===== config.mk =====
export PLATFORM = sky130hd
export DESIGN_NAME = pct_timer
export DESIGN_NICKNAME = d
export VERILOG_FILES = /design/src/verilog/pct_pkg.sv /design/src/verilog/pct_div_if.sv /design/src/verilog/pct_prescaler.sv /design/src/verilog/pct_timer.sv
export VERILOG_INCLUDE_DIRS = /design/src /design/src/verilog
export SDC_FILE = /design/constraint.sdc
export NUM_CORES = 1
export LEC_CHECK = 0
export ABC_AREA = 1
export ABC_CLOCK_PERIOD_IN_PS = 4350
export BUFFER_PORTS_ARGS = -buffer_cell sky130_fd_sc_hd__buf_2
export CORE_ASPECT_RATIO = 0.8
export CORE_UTILIZATION = 56
export CTS_CLUSTER_SIZE = 10
export DETAILED_ROUTE_END_ITERATION = 10
export PLACE_DENSITY_LB_ADDON = 0.25
export SETUP_SLACK_MARGIN = 0.2
export SYNTH_ARGS = -nofsm -noshare
export SYNTH_HDL_FRONTEND = slang
export SYNTH_SLANG_ARGS = --single-unit

===== constraint.sdc =====
create_clock -name clk -period 4.35 [get_ports clk]
set_input_delay 0.2175 -clock clk [delete_from_list [all_inputs] [get_ports clk]]
set_output_delay 0.2175 -clock clk [all_outputs]
set_load 0.02 [all_outputs]

===== src/verilog/pct_defines.svh =====
// Offsets, field positions, reset values and counts of the prescaled timer
`ifndef PCT_DEFINES_SVH
`define PCT_DEFINES_SVH

// Global register numbers reached with the high flag set
`define PCT_GREG_PRESCALE   5'h15
`define PCT_GREG_COMPARE    5'h16
`define PCT_GREG_COUNT      5'h17

// Prescale and clock control field positions
`define PCT_DEFER_BIT       31
`define PCT_RATIO_HI        27
`define PCT_RATIO_LO        26
`define PCT_FACTOR_HI       23
`define PCT_FACTOR_LO       16

// Function control mask bit position
`define PCT_FCR_MASK_BIT    23

// Reset values
`define PCT_RATIO_RST       2'h2
`define PCT_FACTOR_RST      8'h00
`define PCT_COUNT_RST       32'h0000_0000
`define PCT_COMPARE_RST     32'h0000_0000

// Prescaler terminal offset: divide by n+2 means count 0..n+1
`define PCT_DIV_OFFSET      9'h001

`endif


===== src/verilog/pct_pkg.sv =====
// Types shared by the prescaled timer modules
package pct_pkg;

    // Core clock relative to the crystal input clock
    typedef enum logic [1:0] {
        PCT_RATIO_X4   = 2'h0,
        PCT_RATIO_X2   = 2'h1,
        PCT_RATIO_X1   = 2'h2,
        PCT_RATIO_HALF = 2'h3
    } pct_ratio_t;

    // Which timer register a move instruction addresses
    typedef enum logic [1:0] {
        PCT_SEL_NONE,
        PCT_SEL_PRESCALE,
        PCT_SEL_COMPARE,
        PCT_SEL_COUNT
    } pct_sel_t;

endpackage : pct_pkg


===== src/verilog/pct_div_if.sv =====
// Link between the timer core and its prescale divider
interface pct_div_if;
    logic       reload;
    logic [7:0] factor;
    logic       carry;

    modport core (output reload, output factor, input carry);
    modport div  (input reload, input factor, output carry);
endinterface : pct_div_if


===== src/verilog/pct_prescaler.sv =====
// Prescale divider producing one carry per basic time unit
`include "pct_defines.svh"

module pct_prescaler
    import pct_pkg::*;
(
    // Clock and reset
    input wire logic clk,
    input wire logic sys_rst,
    // Link to the timer core
    pct_div_if.div   dv
);

    logic [8:0] cnt_q;
    logic [8:0] term;

    assign term     = {1'b0, dv.factor} + `PCT_DIV_OFFSET;
    assign dv.carry = (cnt_q == term) && !dv.reload; // see RULE_02 RULE_03

    always_ff @(posedge clk or posedge sys_rst) begin
        if (sys_rst) begin
            cnt_q <= 9'h000;
        end else if (dv.reload || dv.carry) begin
            cnt_q <= 9'h000; // see RULE_17
        end else begin
            cnt_q <= cnt_q + 9'h001;
        end
    end

endmodule : pct_prescaler


===== src/verilog/pct_timer.sv =====
// Prescaled timer with 32-bit count, compare and clock ratio control
//
// What this block and its software do
// RULE_01 - Prescale register is write only
// RULE_02 - Prescaler carry increments count modulo 2^32
// RULE_03 - Time unit is clock divided by n+2
// RULE_04 - Bit 31 clear: apply ratio, reload immediately
// RULE_05 - Bit 31 set: apply both at unit end
// RULE_06 - Bits 27..26 select core clock ratio
// RULE_07 - Pin or clock-down reset: ratio 10, n=0
// RULE_08 - Watchdog reset keeps prescale register
// RULE_09 - Software writes reserved bits as zero
// RULE_10 - Past compare when difference bit 31 zero
// RULE_11 - Unmasked and past compare asserts interrupt
// RULE_12 - Mask bit 23 set on reset, counting continues
// RULE_13 - Registers reached by moves with high flag
// RULE_14 - Software loads prescaler then count once
// RULE_15 - Software compare is count plus delay
// RULE_16 - Timer keeps running during power-down
// RULE_17 - Immediate write restarts prescale count at zero
`include "pct_defines.svh"

module pct_timer
    import pct_pkg::*;
(
    // Clock and reset
    input  wire logic        clk,
    input  wire logic        sys_rst,
    // Reset sources from the reset controller, same clock
    input  wire logic        clkdown_rst,
    input  wire logic        wdog_rst,
    // Move instruction access to global registers
    input  wire logic        high_flag,
    input  wire logic [4:0]  greg_num,
    input  wire logic        mov_wr,
    input  wire logic        mov_rd,
    input  wire logic [31:0] wr_data,
    output logic      [31:0] rd_data_q,
    // Function control register mask write
    input  wire logic        fcr_wr,
    input  wire logic [31:0] fcr_data,
    // Status and control outputs
    output logic             timer_irq_q,
    output pct_ratio_t       core_clock_ratio_q,
    output logic      [31:0] time_count_q,
    output logic             timer_mask_q
);

    ////////////////////////////////////////////////////////////////////////

    pct_div_if div_link ();

    logic [7:0]  prescale_factor_q;
    logic [7:0]  pend_factor_q;
    pct_ratio_t  pend_ratio_q;
    logic        pend_valid_q;
    logic [31:0] time_compare_q;
    logic [31:0] diff;
    pct_sel_t    sel;
    logic        tpr_wr;
    logic        defer;
    logic        init_rst;
    logic        apply_now;
    logic        apply_late;
    logic        cnt_wr;
    logic        cmp_wr;
    logic        past_cmp;

    ////////////////////////////////////////////////////////////////////////
    // Decoding helpers

    // Only moves with the high flag reach the timer registers
    function automatic pct_sel_t decode(input logic hf, input logic [4:0] g);
        pct_sel_t s;
        s = PCT_SEL_NONE;
        if (hf) begin
            case (g)
                `PCT_GREG_PRESCALE: s = PCT_SEL_PRESCALE;
                `PCT_GREG_COMPARE:  s = PCT_SEL_COMPARE;
                `PCT_GREG_COUNT:    s = PCT_SEL_COUNT;
                default:            s = PCT_SEL_NONE;
            endcase
        end
        return s;
    endfunction : decode

    // Field extraction shared by the immediate and deferred paths
    function automatic logic [7:0] factor_field(input logic [31:0] w);
        return w[`PCT_FACTOR_HI:`PCT_FACTOR_LO];
    endfunction : factor_field

    function automatic pct_ratio_t ratio_field(input logic [31:0] w);
        return pct_ratio_t'(w[`PCT_RATIO_HI:`PCT_RATIO_LO]);
    endfunction : ratio_field

    // Modulo compare by the sign of the difference: a plain magnitude test would misjudge a wrapped count
    function automatic logic at_or_past(input logic [31:0] d);
        return !d[31];
    endfunction : at_or_past

    ////////////////////////////////////////////////////////////////////////
    // Write strobes

    assign sel      = decode(high_flag, greg_num); // see RULE_13
    assign tpr_wr   = mov_wr && (sel == PCT_SEL_PRESCALE);
    assign cnt_wr   = mov_wr && (sel == PCT_SEL_COUNT);
    assign cmp_wr   = mov_wr && (sel == PCT_SEL_COMPARE);
    assign defer    = wr_data[`PCT_DEFER_BIT];
    // Watchdog reset deliberately absent: the time base must survive it
    assign init_rst = clkdown_rst; // see RULE_08
    // A clock-down reset outranks any prescale write in the same cycle
    assign apply_now  = !init_rst && tpr_wr && !defer; // see RULE_04
    // Deferred values wait for the carry that ends the running unit
    assign apply_late = !init_rst && !tpr_wr && pend_valid_q
                        && div_link.carry; // see RULE_05

    assign div_link.factor = prescale_factor_q;
    assign div_link.reload = init_rst || apply_now; // see RULE_04 RULE_17

    pct_prescaler u_prescaler (
        .clk     (clk),
        .sys_rst (sys_rst),
        .dv      (div_link)
    );

    ////////////////////////////////////////////////////////////////////////
    // Prescale and clock control

    always_ff @(posedge clk or posedge sys_rst) begin
        if (sys_rst) begin
            prescale_factor_q  <= `PCT_FACTOR_RST; // see RULE_07
            core_clock_ratio_q <= pct_ratio_t'(`PCT_RATIO_RST);
            pend_factor_q      <= `PCT_FACTOR_RST;
            pend_ratio_q       <= pct_ratio_t'(`PCT_RATIO_RST);
            pend_valid_q       <= 1'b0;
        end else if (init_rst) begin
            prescale_factor_q  <= `PCT_FACTOR_RST; // see RULE_07
            core_clock_ratio_q <= pct_ratio_t'(`PCT_RATIO_RST);
            pend_valid_q       <= 1'b0;
        end else if (apply_now) begin
            prescale_factor_q  <= factor_field(wr_data); // see RULE_03
            core_clock_ratio_q <= ratio_field(wr_data); // see RULE_06
            pend_valid_q       <= 1'b0;
        end else if (tpr_wr) begin
            pend_factor_q <= factor_field(wr_data);
            pend_ratio_q  <= ratio_field(wr_data);
            pend_valid_q  <= 1'b1; // see RULE_05
        end else if (apply_late) begin
            // Both change together so absolute time is kept
            prescale_factor_q  <= pend_factor_q; // see RULE_05
            core_clock_ratio_q <= pend_ratio_q;
            pend_valid_q       <= 1'b0;
        end
    end

    ////////////////////////////////////////////////////////////////////////
    // Time count: runs regardless of power-down, which only halts the pipe

    always_ff @(posedge clk or posedge sys_rst) begin
        if (sys_rst) begin
            time_count_q <= `PCT_COUNT_RST;
        end else if (cnt_wr) begin
            // A count write beats a carry landing in the same cycle
            time_count_q <= wr_data;
        end else if (div_link.carry) begin
            time_count_q <= time_count_q + 32'h1; // see RULE_02 RULE_16
        end
    end

    always_ff @(posedge clk or posedge sys_rst) begin
        if (sys_rst) begin
            time_compare_q <= `PCT_COMPARE_RST;
        end else if (cmp_wr) begin
            // The compare value, with the count and the mask, decides when the interrupt clears
            time_compare_q <= wr_data;
        end
    end

    ////////////////////////////////////////////////////////////////////////
    // Compare and interrupt

    // Difference stays live; the mask never stops the compare
    assign diff     = time_count_q - time_compare_q; // see RULE_10
    assign past_cmp = at_or_past(diff); // see RULE_10

    // Clock-down keeps the mask so a wakeup sees the right masking
    always_ff @(posedge clk or posedge sys_rst) begin
        if (sys_rst) begin
            timer_mask_q <= 1'b1; // see RULE_12
        end else if (wdog_rst) begin
            timer_mask_q <= 1'b1; // see RULE_12
        end else if (fcr_wr) begin
            timer_mask_q <= fcr_data[`PCT_FCR_MASK_BIT];
        end
    end

    // Level tracks count, compare and mask: a later compare, an earlier count or a set mask clears it
    always_ff @(posedge clk or posedge sys_rst) begin
        if (sys_rst) begin
            timer_irq_q <= 1'b0;
        end else begin
            timer_irq_q <= !timer_mask_q && past_cmp; // see RULE_11
        end
    end

    ////////////////////////////////////////////////////////////////////////
    // Read path

    always_ff @(posedge clk or posedge sys_rst) begin
        if (sys_rst) begin
            rd_data_q <= 32'h0000_0000;
        end else if (mov_rd) begin
            case (sel)
                PCT_SEL_COUNT:    rd_data_q <= time_count_q;
                PCT_SEL_COMPARE:  rd_data_q <= time_compare_q;
                // Write only: a read gives zero; only the ratio field leaves, on core_clock_ratio_q
                PCT_SEL_PRESCALE: rd_data_q <= 32'h0000_0000; // see RULE_01
                default:          rd_data_q <= 32'h0000_0000;
            endcase
        end
    end

endmodule : pct_timer


# After elaboration in Yosys (flattened, before gate mapping)
# Cells that the tools add are included.
[totals] register_bits=128 output_inout_bits=68 wordCells=69
[op_classes] addsub=4 n_eq_ne=8 n_mux=20 bitwise_logic=2 n_reduce_logical=24
[ops] op="$mux 32" count=2
[ops] op="$pmux 32 s2" count=1
[ops] op="$add 32x1->32 const B" count=1
[ops] op="$mux 8" count=4
[ops] op="$sub 32x32->32" count=1
[ops] op="$eq 5x5->1 const B" count=3
[ops] op="$logic_and 1x1->1" count=10
[ops] op="$mux 2" count=5
[ops] op="$add 8x1->9 const B" count=1
[ops] op="$add 9x1->9 const B" count=1
[ops] op="$eq 9x9->1" count=1
[ops] op="$mux 9" count=1
[ops] op="$logic_not 1->1" count=6
[ops] op="$mux 1" count=6
[ops] op="$pmux 2 s3" count=1
[ops] op="$eq 2x2->1 const B" count=2
[ops] op="$reduce_bool 2->1" count=2
[ops] op="$reduce_bool 4->1" count=1
[ops] op="$ne 3x2->1 const B" count=1
[ops] op="$reduce_and 3->1" count=1
[ops] op="$reduce_bool 3->1" count=1
[ops] op="$eq 2x1->1 const B" count=1
[ops] op="$logic_or 1x1->1" count=2
[ops] op="$not 1->1" count=2
[ops] op="$reduce_and 2->1" count=1

# Logic depth before layout (Yosys ltp)
# Gate-level depths: netlist (run 1).
[depth] depth_word=15 ltp_mapped=14 mapped_depth_nobuf=14

# Cells and area by module
# A second synthesis (run 1) with hierarchy kept.
[hier_totals] hier_cells=1028 area_unflattened_um2=7541.0
[by_module_without_submodules] mod="pct_timer" instances=1 cells_each=911 area_each_um2=6790.3
[by_module_without_submodules] mod="pct_prescaler" instances=1 cells_each=117 area_each_um2=750.7

# Least setup slack after synthesis (run 1)
# No wires, ideal clock.
[synth_timing] path_type="reg2reg" startpoint="register time_count_q[0]" endpoint="register time_count_q[16]" setup_time_ns=0.117 t_arrival_ns=1.775 setup_slack_ns=2.458 stages_incl_launch_ff=12 n_path_buf=0 synth_period_minus_slack_ns=1.892 path_cell_list="dfrtp_1 > ha_1 > nand3_1 > nor2_1 > inv_1 > nor2_1 > inv_1 > nor2_1 > xor2_1 > o21ai_0 > nand2_1 > nand2_1"
[synth_via] elab_chain_cells=3
[synth_lines] element="from (decl)" line="pct_timer.sv:45" rtl="output logic [31:0] time_count_q,"
[synth_lines] element="from (signal assigned)" line="pct_timer.sv:161" rtl="time_count_q <= `PCT_COUNT_RST;"
[synth_lines] element="from (signal assigned)" line="pct_timer.sv:164" rtl="time_count_q <= wr_data;"
[synth_lines] element="from (signal assigned)" line="pct_timer.sv:166" rtl="time_count_q <= time_count_q + 32'h1;"
[synth_lines] element="$add 32x1->32" line="pct_timer.sv:166"
[synth_lines] element="$mux 32" line="pct_timer.sv:165" rtl="end else if (div_link.carry) begin"
[synth_lines] element="$mux 32" line="pct_timer.sv:162" rtl="end else if (cnt_wr) begin"
# Every way passes these cells. The select of a mux whose other input is x is not followed.
# A chain may end at the register's enable or synchronous reset.

# Worst setup path after layout (run 1)
[layout_timing] startpoint="register prescale_factor_q[0], in the netlist div_link.factor[0]" endpoint="register time_count_q[14]"
[layout_via] elab_chain_cells=4
[layout_lines] element="from (decl)" line="pct_timer.sv:53" rtl="logic [7:0] prescale_factor_q;"
[layout_lines] element="from (signal assigned)" line="pct_timer.sv:131" rtl="prescale_factor_q <= `PCT_FACTOR_RST;"
[layout_lines] element="from (signal assigned)" line="pct_timer.sv:137" rtl="prescale_factor_q <= `PCT_FACTOR_RST;"
[layout_lines] element="from (signal assigned)" line="pct_timer.sv:141" rtl="prescale_factor_q <= factor_field(wr_data);"
[layout_lines] element="$add 8x1->9 (no source line)"
[layout_lines] element="$eq 9x9->1" line="pct_prescaler.sv:18" rtl="assign dv.carry = (cnt_q == term) && !dv.reload;"
[layout_lines] element="$logic_and 1x1->1" line="pct_prescaler.sv:18"
[layout_lines] element="$reduce_bool 2->1 (no source line)"
# Every way passes these cells.

==> qor.txt, run 1 <==
Status - complete, no violations
First-pass GRT wire length - 33.4 mm
Complex-gate fraction of the synthesized area - 10.3%
RePlAce Congestion - 0.915
Area grow syn2layout - 16.6%
Max Buffers Root-to-Sink - 2
Worst Tran Pin Value - 1.11 ns
IO Pins - 145
Ys Warns - 0
First-pass iteration count of the detailed router - 6
Met1 global-route usage - 43.5%
Max_cap viols - 0
Peak Freq - 0.361 GHz
Hold Startpoint - wdog_rst
Chip height - 106 µm
Synthesized area per cell - 7.25 µm²
PortBufs - 113
Via count - 7184
RSZ-0062 raised after global routing - false
Max-slew violations - 0
Post-synth EDFFs - 0
Clock sink count - 128
Largest net degree at the start of global routing - 65
Setup TNS - 0 ns
Post-CTS setup buffer count - 0
Worst Path Max Fanout - 34
Setup Viol. Count Final - 0
Crit path kind - reg -> reg
Worst IR drop on VDD - 0.270 mV
Fin Clk Skew - 0.00935 ns
GR peak layer - met2
Cell Int Power - 2670 µW
Hold-critical path depth - 3
M2 GR Usage - 47.2%
Met3 Usage GRT - 6.34%
R2R Setup Slk - 1.58 ns
FFs w/ async S/R, synth - 100%
Detail Route Antenna Nets - 0
Req. time, crit path - 4.70 ns
Combinational Power Share - 26.1%
Top cells by area, synth - dfrtp_1 41%, nand2_1 17%, ha_1 5.4%, nor2_1 5.0%, inv_1 4.9%
DRC violations left - 0
Worst reg2reg endpoint - time_count_q[14]$_DFFE_PP0P_
XOR/XNOR Fraction of Synth Area - 3.12%
Core ar. - 13000 µm²
Vias in the first global route - 6619
CTS Buf Count - 17
CTS tree - yes
FF+latch count, synth - 128
GRT Resource Usage Total - 30.5%
Die width - 132 µm
Yosys top cell area share - 41.3%
Sequential fraction of the synthesis area - 42.3%
Cell Pwr Density - 472 nW/µm²
Mux share of post-synthesis cell area - 0.297%
Initial Utilization - 58.3%
WP data arrival - 3.12 ns
Clock root buffer - clkbuf_16
Vias per cell - 5.39
Leak pwr - 0.00437 µW
Psw - 1500 µW
Adder-Cell Fraction of Synth Area - 5.45%
Layout cells sized above 1 - 14.8%
Crit path time final - 2.77 ns
Most frequent cell after synthesis - nand2_1
Die area - 14000 µm²
Mapped Nets - 1156
Endpoint class of the critical path - flop
HP Class - in -> reg
Cell variety after synth - 38
Sequential power share - 39.4%
H-tree depth - 4
# rows - 37
Hold Vio Cnt, Final - 0
Synth area leader - dfrtp_1
Tot Pwr - 4170 µW
Top post-synthesis cells by count - 348 x nand2_1, 125 x dfrtp_1, 100 x nor2_1
Main synth FF type - dfrtp_1
ANT cells - 0
Hold EP - timer_mask_q$_DFFE_PP1P_
CTS resizes - 0
Main combinational cell family by area after synthesis - simple AND/OR/NAND/NOR gates
Switching Share - 36.0%
Cell area after synthesis - 7580 µm²
Antenna violations before repair - 0
Period utilization - 63.6%
Gr ovfl total - 0
DR WL/cell - 15.2 µm
Synth Area in Simple Gates - 30.8%
Worst-skew pair later-pin latency - 0.42 ns
Post-Syn Instances - 1046
Nets - 1254
Worst flop-to-flop path startpoint - div_link.factor[0]$_DFFE_PP0P_
Clock Power Share - 34.5%
Clock slew at reported path FFs - 0.06 ns
DP HPWL - 14.5 mm
Relative slew slack - 26.1%
Post-Route WL - 20.3 mm
Startpoint types - flop
Start point of the critical path - div_link.factor[0]$_DFFE_PP0P_
Starting DRT DRC Count - 490
Worst Reg-to-Reg Cells - 11
-- logic make-up (layout without fill, tap and decap cells) --
| kind of cell | after synthesis | count (layout) |
|---|---|---|
| simple gates | 563 | 563 |
| fa+ha+maj | 33 | 33 |
| mux | 2 | 2 |
| xor+xnor | 27 | 27 |
| flops | 128 | 128 |
| compound gates | 145 | 145 |
| buf+inv | 148 | 259 |
-- critical path: stages, from the launching register on --
cell,delay (ns)
dfrtp_1,0.43
ha_1,0.29
inv_2,0.06
o21bai_1,0.19
nand3_1,0.09
nand2_1,0.07
nand3_1,0.11
nor2_4,0.15
nand3_4,0.36
nand2_2,0.67
nand2_1,0.14
nand2_1,0.11
-- how the worst max path moves through the flow --
stage | to | depth (start not counted)
after detailed placement | time_compare_q[15]$_DFFE_PP0P_ | 8
after global routing | time_count_q[18]$_DFFE_PP0P_ | 11
after global placement | time_compare_q[15]$_DFFE_PP0P_ | 8
final | time_count_q[14]$_DFFE_PP0P_ | 11
after CTS | time_count_q[14]$_DFFE_PP0P_ | 11
after floorplan | core_clock_ratio_q[0]$_DFFE_PP0P_ | 1
-- routing by layer --
metal	up-vias	share of wire [%]
met3	30	7.3
met2	278	45
met1	3305	47
met5	-	0
li1	3571	-
met4	0	1.6
-- final cells by class --
type / count / area (µm²)
clock buffers: 22 / 454
clock inverters: 10 / 136
fillers: 1133 / 4170
inverters: 106 / 400
multi-input cells: 770 / 3790
flip-flops and latches: 128 / 3210
well taps: 175 / 219
repair buffers: 121 / 631
-- sequential cells by signal (all words and copies together), names as in the netlist --
name                count
div_link.factor         8
pend_ratio_q            2
pend_factor_q           8
timer_irq_q             1
time_count_q           32
pend_valid_q            1
rd_data_q              32
core_clock_ratio_q      2
timer_mask_q            1
time_compare_q         32
u_prescaler.cnt_q       9
-- placed cells by master (no fill, tap or decap), types with 2 or more instances in the layout --
cell type / instances
nand3_1: 65
ha_1: 33
and3_1: 2
bufinv_16: 3
nor3b_1: 2
buf_2: 113
nor2_4: 2
nand2_2: 3
nand4_1: 6
mux2_2: 2
clkinv_2: 3
nand3b_1: 4
dfstp_2: 3
o21ai_1: 17
clkinvlp_4: 3
dlygate4sd3_1: 2
clkinv_1: 2
dfrtp_1: 125
nor3_2: 2
nor2_2: 3
nor2_1: 100
o21ai_0: 62
clkbuf_1: 4
nor4_1: 2
inv_2: 5
buf_4: 6
clkbuf_16: 17
a31oi_1: 33
nand2_1: 347
inv_1: 98
a21oi_1: 28
o211ai_1: 2
xor2_1: 14
nor3_1: 22
xnor2_1: 13
-- power by group through the flow --
stage	logic, µW	clock network (µW)	registers, µW
after global routing	1240	1500	1670
after floorplan	661	0	1690
after global placement	1040	0	1650
after CTS	1090	1450	1630
after detailed placement	1070	0	1650
final	1090	1440	1640
-- metrics by stage --
stage	util [%]	setup slack [ns]	cells	area, µm²	hold slack [ns]
after floorplan	-	0.725	1046	7580	0.281
after global placement	63.2	1.40	1298	8230	0.319
after detailed placement	63.2	1.36	1298	8230	0.324
after CTS	67.9	1.57	1332	8840	0.00554
after global routing	67.9	1.28	1332	8840	0.00506
final	67.9	1.58	1332	8840	0.0121
-- timing repair --
item	4_1_cts	5_1_grt
hold buffers	2	0
hold endpoints to repair	46	0
setup endpoints to repair	0	0
(Power assumes the default switching activity.)
==> run 2, diff against run 1 <==
ABC_CLOCK_PERIOD_IN_PS = 2270   (was 4350)
CORE_UTILIZATION = 51   (was 56)
clock period = 2.27 ns   (was 4.35 ns; I/O delays follow)
==> run 2 against run 1 <==
Net effect: the run now ends with DRC left; clock skew grew 0.0040 ns; sequential share of layout area is 3.0 points lower; clock-buffer cell count up 1; final cell count increased by 4.7%; largest power group is now the clock network; utilization shrank 1.0 points; critical path type unchanged; register-to-register slack worse by 1.3 ns; largest cell class unchanged; first-iteration DRC count is 28% higher; power increased by 110%; sequential cell count unchanged.
==> qor.txt, run 2 (same netlist as run 1, synthesis figures left out) <==
Setup Viol. Count Final - 0 (unchanged)
Vias per cell - 5.35 (-0.89%)
DP HPWL - 15.1 mm (+4.5%)
Status - complete, but fails checks
Core ar. - 14400 µm² (+11%)
Largest net degree at the start of global routing - 63 (-3.1%)
PortBufs - 113 (unchanged)
HP Class - in -> reg
Starting DRT DRC Count - 627 (+28%)
Startpoint types - flop
WP data arrival - 2.35 ns (-0.77 ns)
Leak pwr - 0.00477 µW (+9.0%)
Most common cell after layout, fill and taps aside - nand2_1
# rows - 39 (+5.4%)
Max-slew violations - 0 (unchanged)
Die area - 15400 µm² (+9.6%)
Die width - 138 µm (+4.7%)
Switching Share - 34.6% (-1.4 points)
CTS Buf Count - 17 (unchanged)
DRC violations left - 22 (+22)
Psw - 3020 µW (+100%)
Cell Pwr Density - 904 nW/µm² (+92%)
Crit path kind - reg -> reg
Biggest regs - rd_data_q (32), time_compare_q (32), time_count_q (32)
H-tree depth - 4 (unchanged)
Setup TNS - 0 ns (unchanged)
Most used cell, CP - nand2_1
Clock slew at reported path FFs - 0.06 ns (about the same)
Max Buffers Root-to-Sink - 2 (unchanged)
Worst-skew pair later-pin latency - 0.43 ns (about the same)
Max_cap viols - 0 (unchanged)
First-pass GRT wire length - 34.7 mm (+3.9%)
Area grow syn2layout - 27.1%
GRT Resource Usage Total - 28.9% (-1.7 points)
CP delay by family, top - simple AND/OR/NAND/NOR gates
Failing checks - DRC
Chip height - 111 µm (+4.7%)
Fillers - 1230 (+8.6%)
Sequential power share - 34.9% (-4.5 points)
Req. time, crit path - 2.63 ns (-2.07 ns)
Worst-path cell chain - ha_4 > inv_2 > nand2_1 > nand2_1 > nor2_1 > nand3_1 > nor2_2 > nand3_2 > nor2_4 > nand3_4 > nand2_8 > clkbuf_16 > nand2_1 > nand2_1
Hold Worst Slack - 0.0000625 ns (-0.0120 ns)
Area of the multi-input gates - 3900 µm² (+2.8%)
Post-route cell area - 9630 µm² (+8.9%)
Reg area - 3210 µm² (about the same)
Post-Route WL - 21.5 mm (+6.1%)
Cell Int Power - 5690 µW (+110%)
Via count - 7457 (+3.8%)
CP max stage delay - 0.43 ns (-0.24 ns)
Nets - 1308 (+4.3%)
Relative slew slack - 45.0% (+19 points)
Vias in the first global route - 6907 (+4.4%)
Dpl cell area - 8480 µm² (+3.0%)
Period utilization - 87.4% (+24 points)
Crit path time final - 1.98 ns (-0.784 ns)
Layout cells sized above 1 - 19.3% (+4.5 points)
CP Buf/Inv Count - 2 (+1)
Gr ovfl total - 0 (unchanged)
Slowest CP cell - dfrtp_1
First-pass iteration count of the detailed router - 8 (+2)
Clock sink count - 128 (unchanged)
Worst Tran Pin Value - 0.822 ns (-0.286 ns)
CTS tree - yes
Detail Route Antenna Nets - 0 (unchanged)
Antenna violations before repair - 0 (unchanged)
Combinational Power Share - 29.7% (+3.6 points)
RePlAce Congestion - 0.935 (+2.2%)
ANT cells - 0 (unchanged)
Endpoint class of the critical path - flop
Clock Power Share - 35.3% (+0.8 points)
Worst IR drop on VDD - 0.581 mV (+120%)
IO Pins - 145 (unchanged)
DR WL/cell - 15.4 µm (+1.3%)
Commonest non-fill, non-tap cells in the layout - 327 x nand2_1, 123 x dfrtp_1, 113 x buf_2
Peak Freq - 0.504 GHz (+40%)
Initial Utilization - 52.6% (-5.6 points)
RSZ-0062 raised after global routing - true
Fin Clk Skew - 0.0134 ns (+0.00405 ns)
Worst Path Max Fanout - 7 (-79%)
Hold Vio Cnt, Final - 0 (unchanged)
Clock root buffer - clkbuf_16
==> run 2: cell types whose count changed in the layout (fill, tap and decap cells not counted), moves of 3 or more <==
cell,change
clkbuf_16,+3
buf_4,+22
dlygate4sd3_1,+20
nand2_2,+15
buf_6,+3
buf_12,+6
clkbuf_8,+3
nand2_4,+4
nand2_1,-20
==> run 2: area by class of cell <==
type,instances,share of cell area [%]
Clock buffer,23,5.07
Sequential cell,128,33.3
Multi-Input combinational cell,770,40.5
Inverter,106,4.17
Timing Repair Buffer,175,12.7
Clock inverter,9,1.85
Tap cell,184,2.39
==> run 2: power by group through the flow <==
stage                     Combinational, µW  Clock [µW]  Sequential, µW
final                                  2590        3080            3040
after global placement                 2250           0            3060
after floorplan                        1270           0            3250
after detailed placement               2300           0            3060
after CTS                              2370        3100            3030
after global routing                   2890        3210            3090
==> run 2: per-layer routing <==
| layer | GRT usage, % | wire length, µm | vias up |
|---|---|---|---|
| li1 | - | - | 3670 |
| met1 | 41.3 | 9960 | 3463 |
| met2 | 44.4 | 9510 | 296 |
| met3 | 5.14 | 1650 | 28 |
| met4 | 9.74 | 384 | 0 |
| met5 | 0 | 0 | - |
==> run 2: per-stage QoR <==
step                      std cells  util [%]  power, µW  worst slack [ns]
final                          1395      66.9       8710             0.287
after global placement         1332      58.9       5300             0.299
after CTS                      1388      65.2       8500             0.221
after detailed placement       1332      58.9       5370             0.263
after floorplan                1046         -       4510             0.378
after global routing           1395      66.9       9190             0.162
==> run 2: what timing repair did <==
action                                 CTS  global route
hold buffers                            22             0
pin swaps                                1            15
setup buffers                            2             4
gates resized for setup                  2            42
endpoints found under the hold margin   41             0
setup endpoints to repair                1            50
cloned                                   0             3
==> run 2: final timing paths <==
| path | startpoint | to | slack (ns) | cells past startpoint |
|---|---|---|---|---|
| min | mov_rd | rd_data_q[18]$_DFFE_PP0P_ | 0.00006 | 3 |
| max | div_link.factor[1]$_DFFE_PP0P_ | time_count_q[21]$_DFFE_PP0P_ | 0.29 | 14 |
| max reg2reg | div_link.factor[1]$_DFFE_PP0P_ | time_count_q[21]$_DFFE_PP0P_ | 0.29 | 14 |
| min in group asynchronous | sys_rst | rd_data_q[24]$_DFFE_PP0P_ | 0.31 | 3 |
| max in group asynchronous | sys_rst | core_clock_ratio_q[1]$_DFFE_PP1P_ | 1.25 | 4 |
| min reg2reg | core_clock_ratio_q[1]$_DFFE_PP1P_ | core_clock_ratio_q[1]$_DFFE_PP1P_ | 0.47 | 2 |
==> run 2: worst min-delay path: cells and delay by family <==
kind                   cells  cell delay [ns]
AOI/OAI and AO/OA          1             0.04
and+or+nand+nor            1             0.10
buffers and inverters      1             0.13
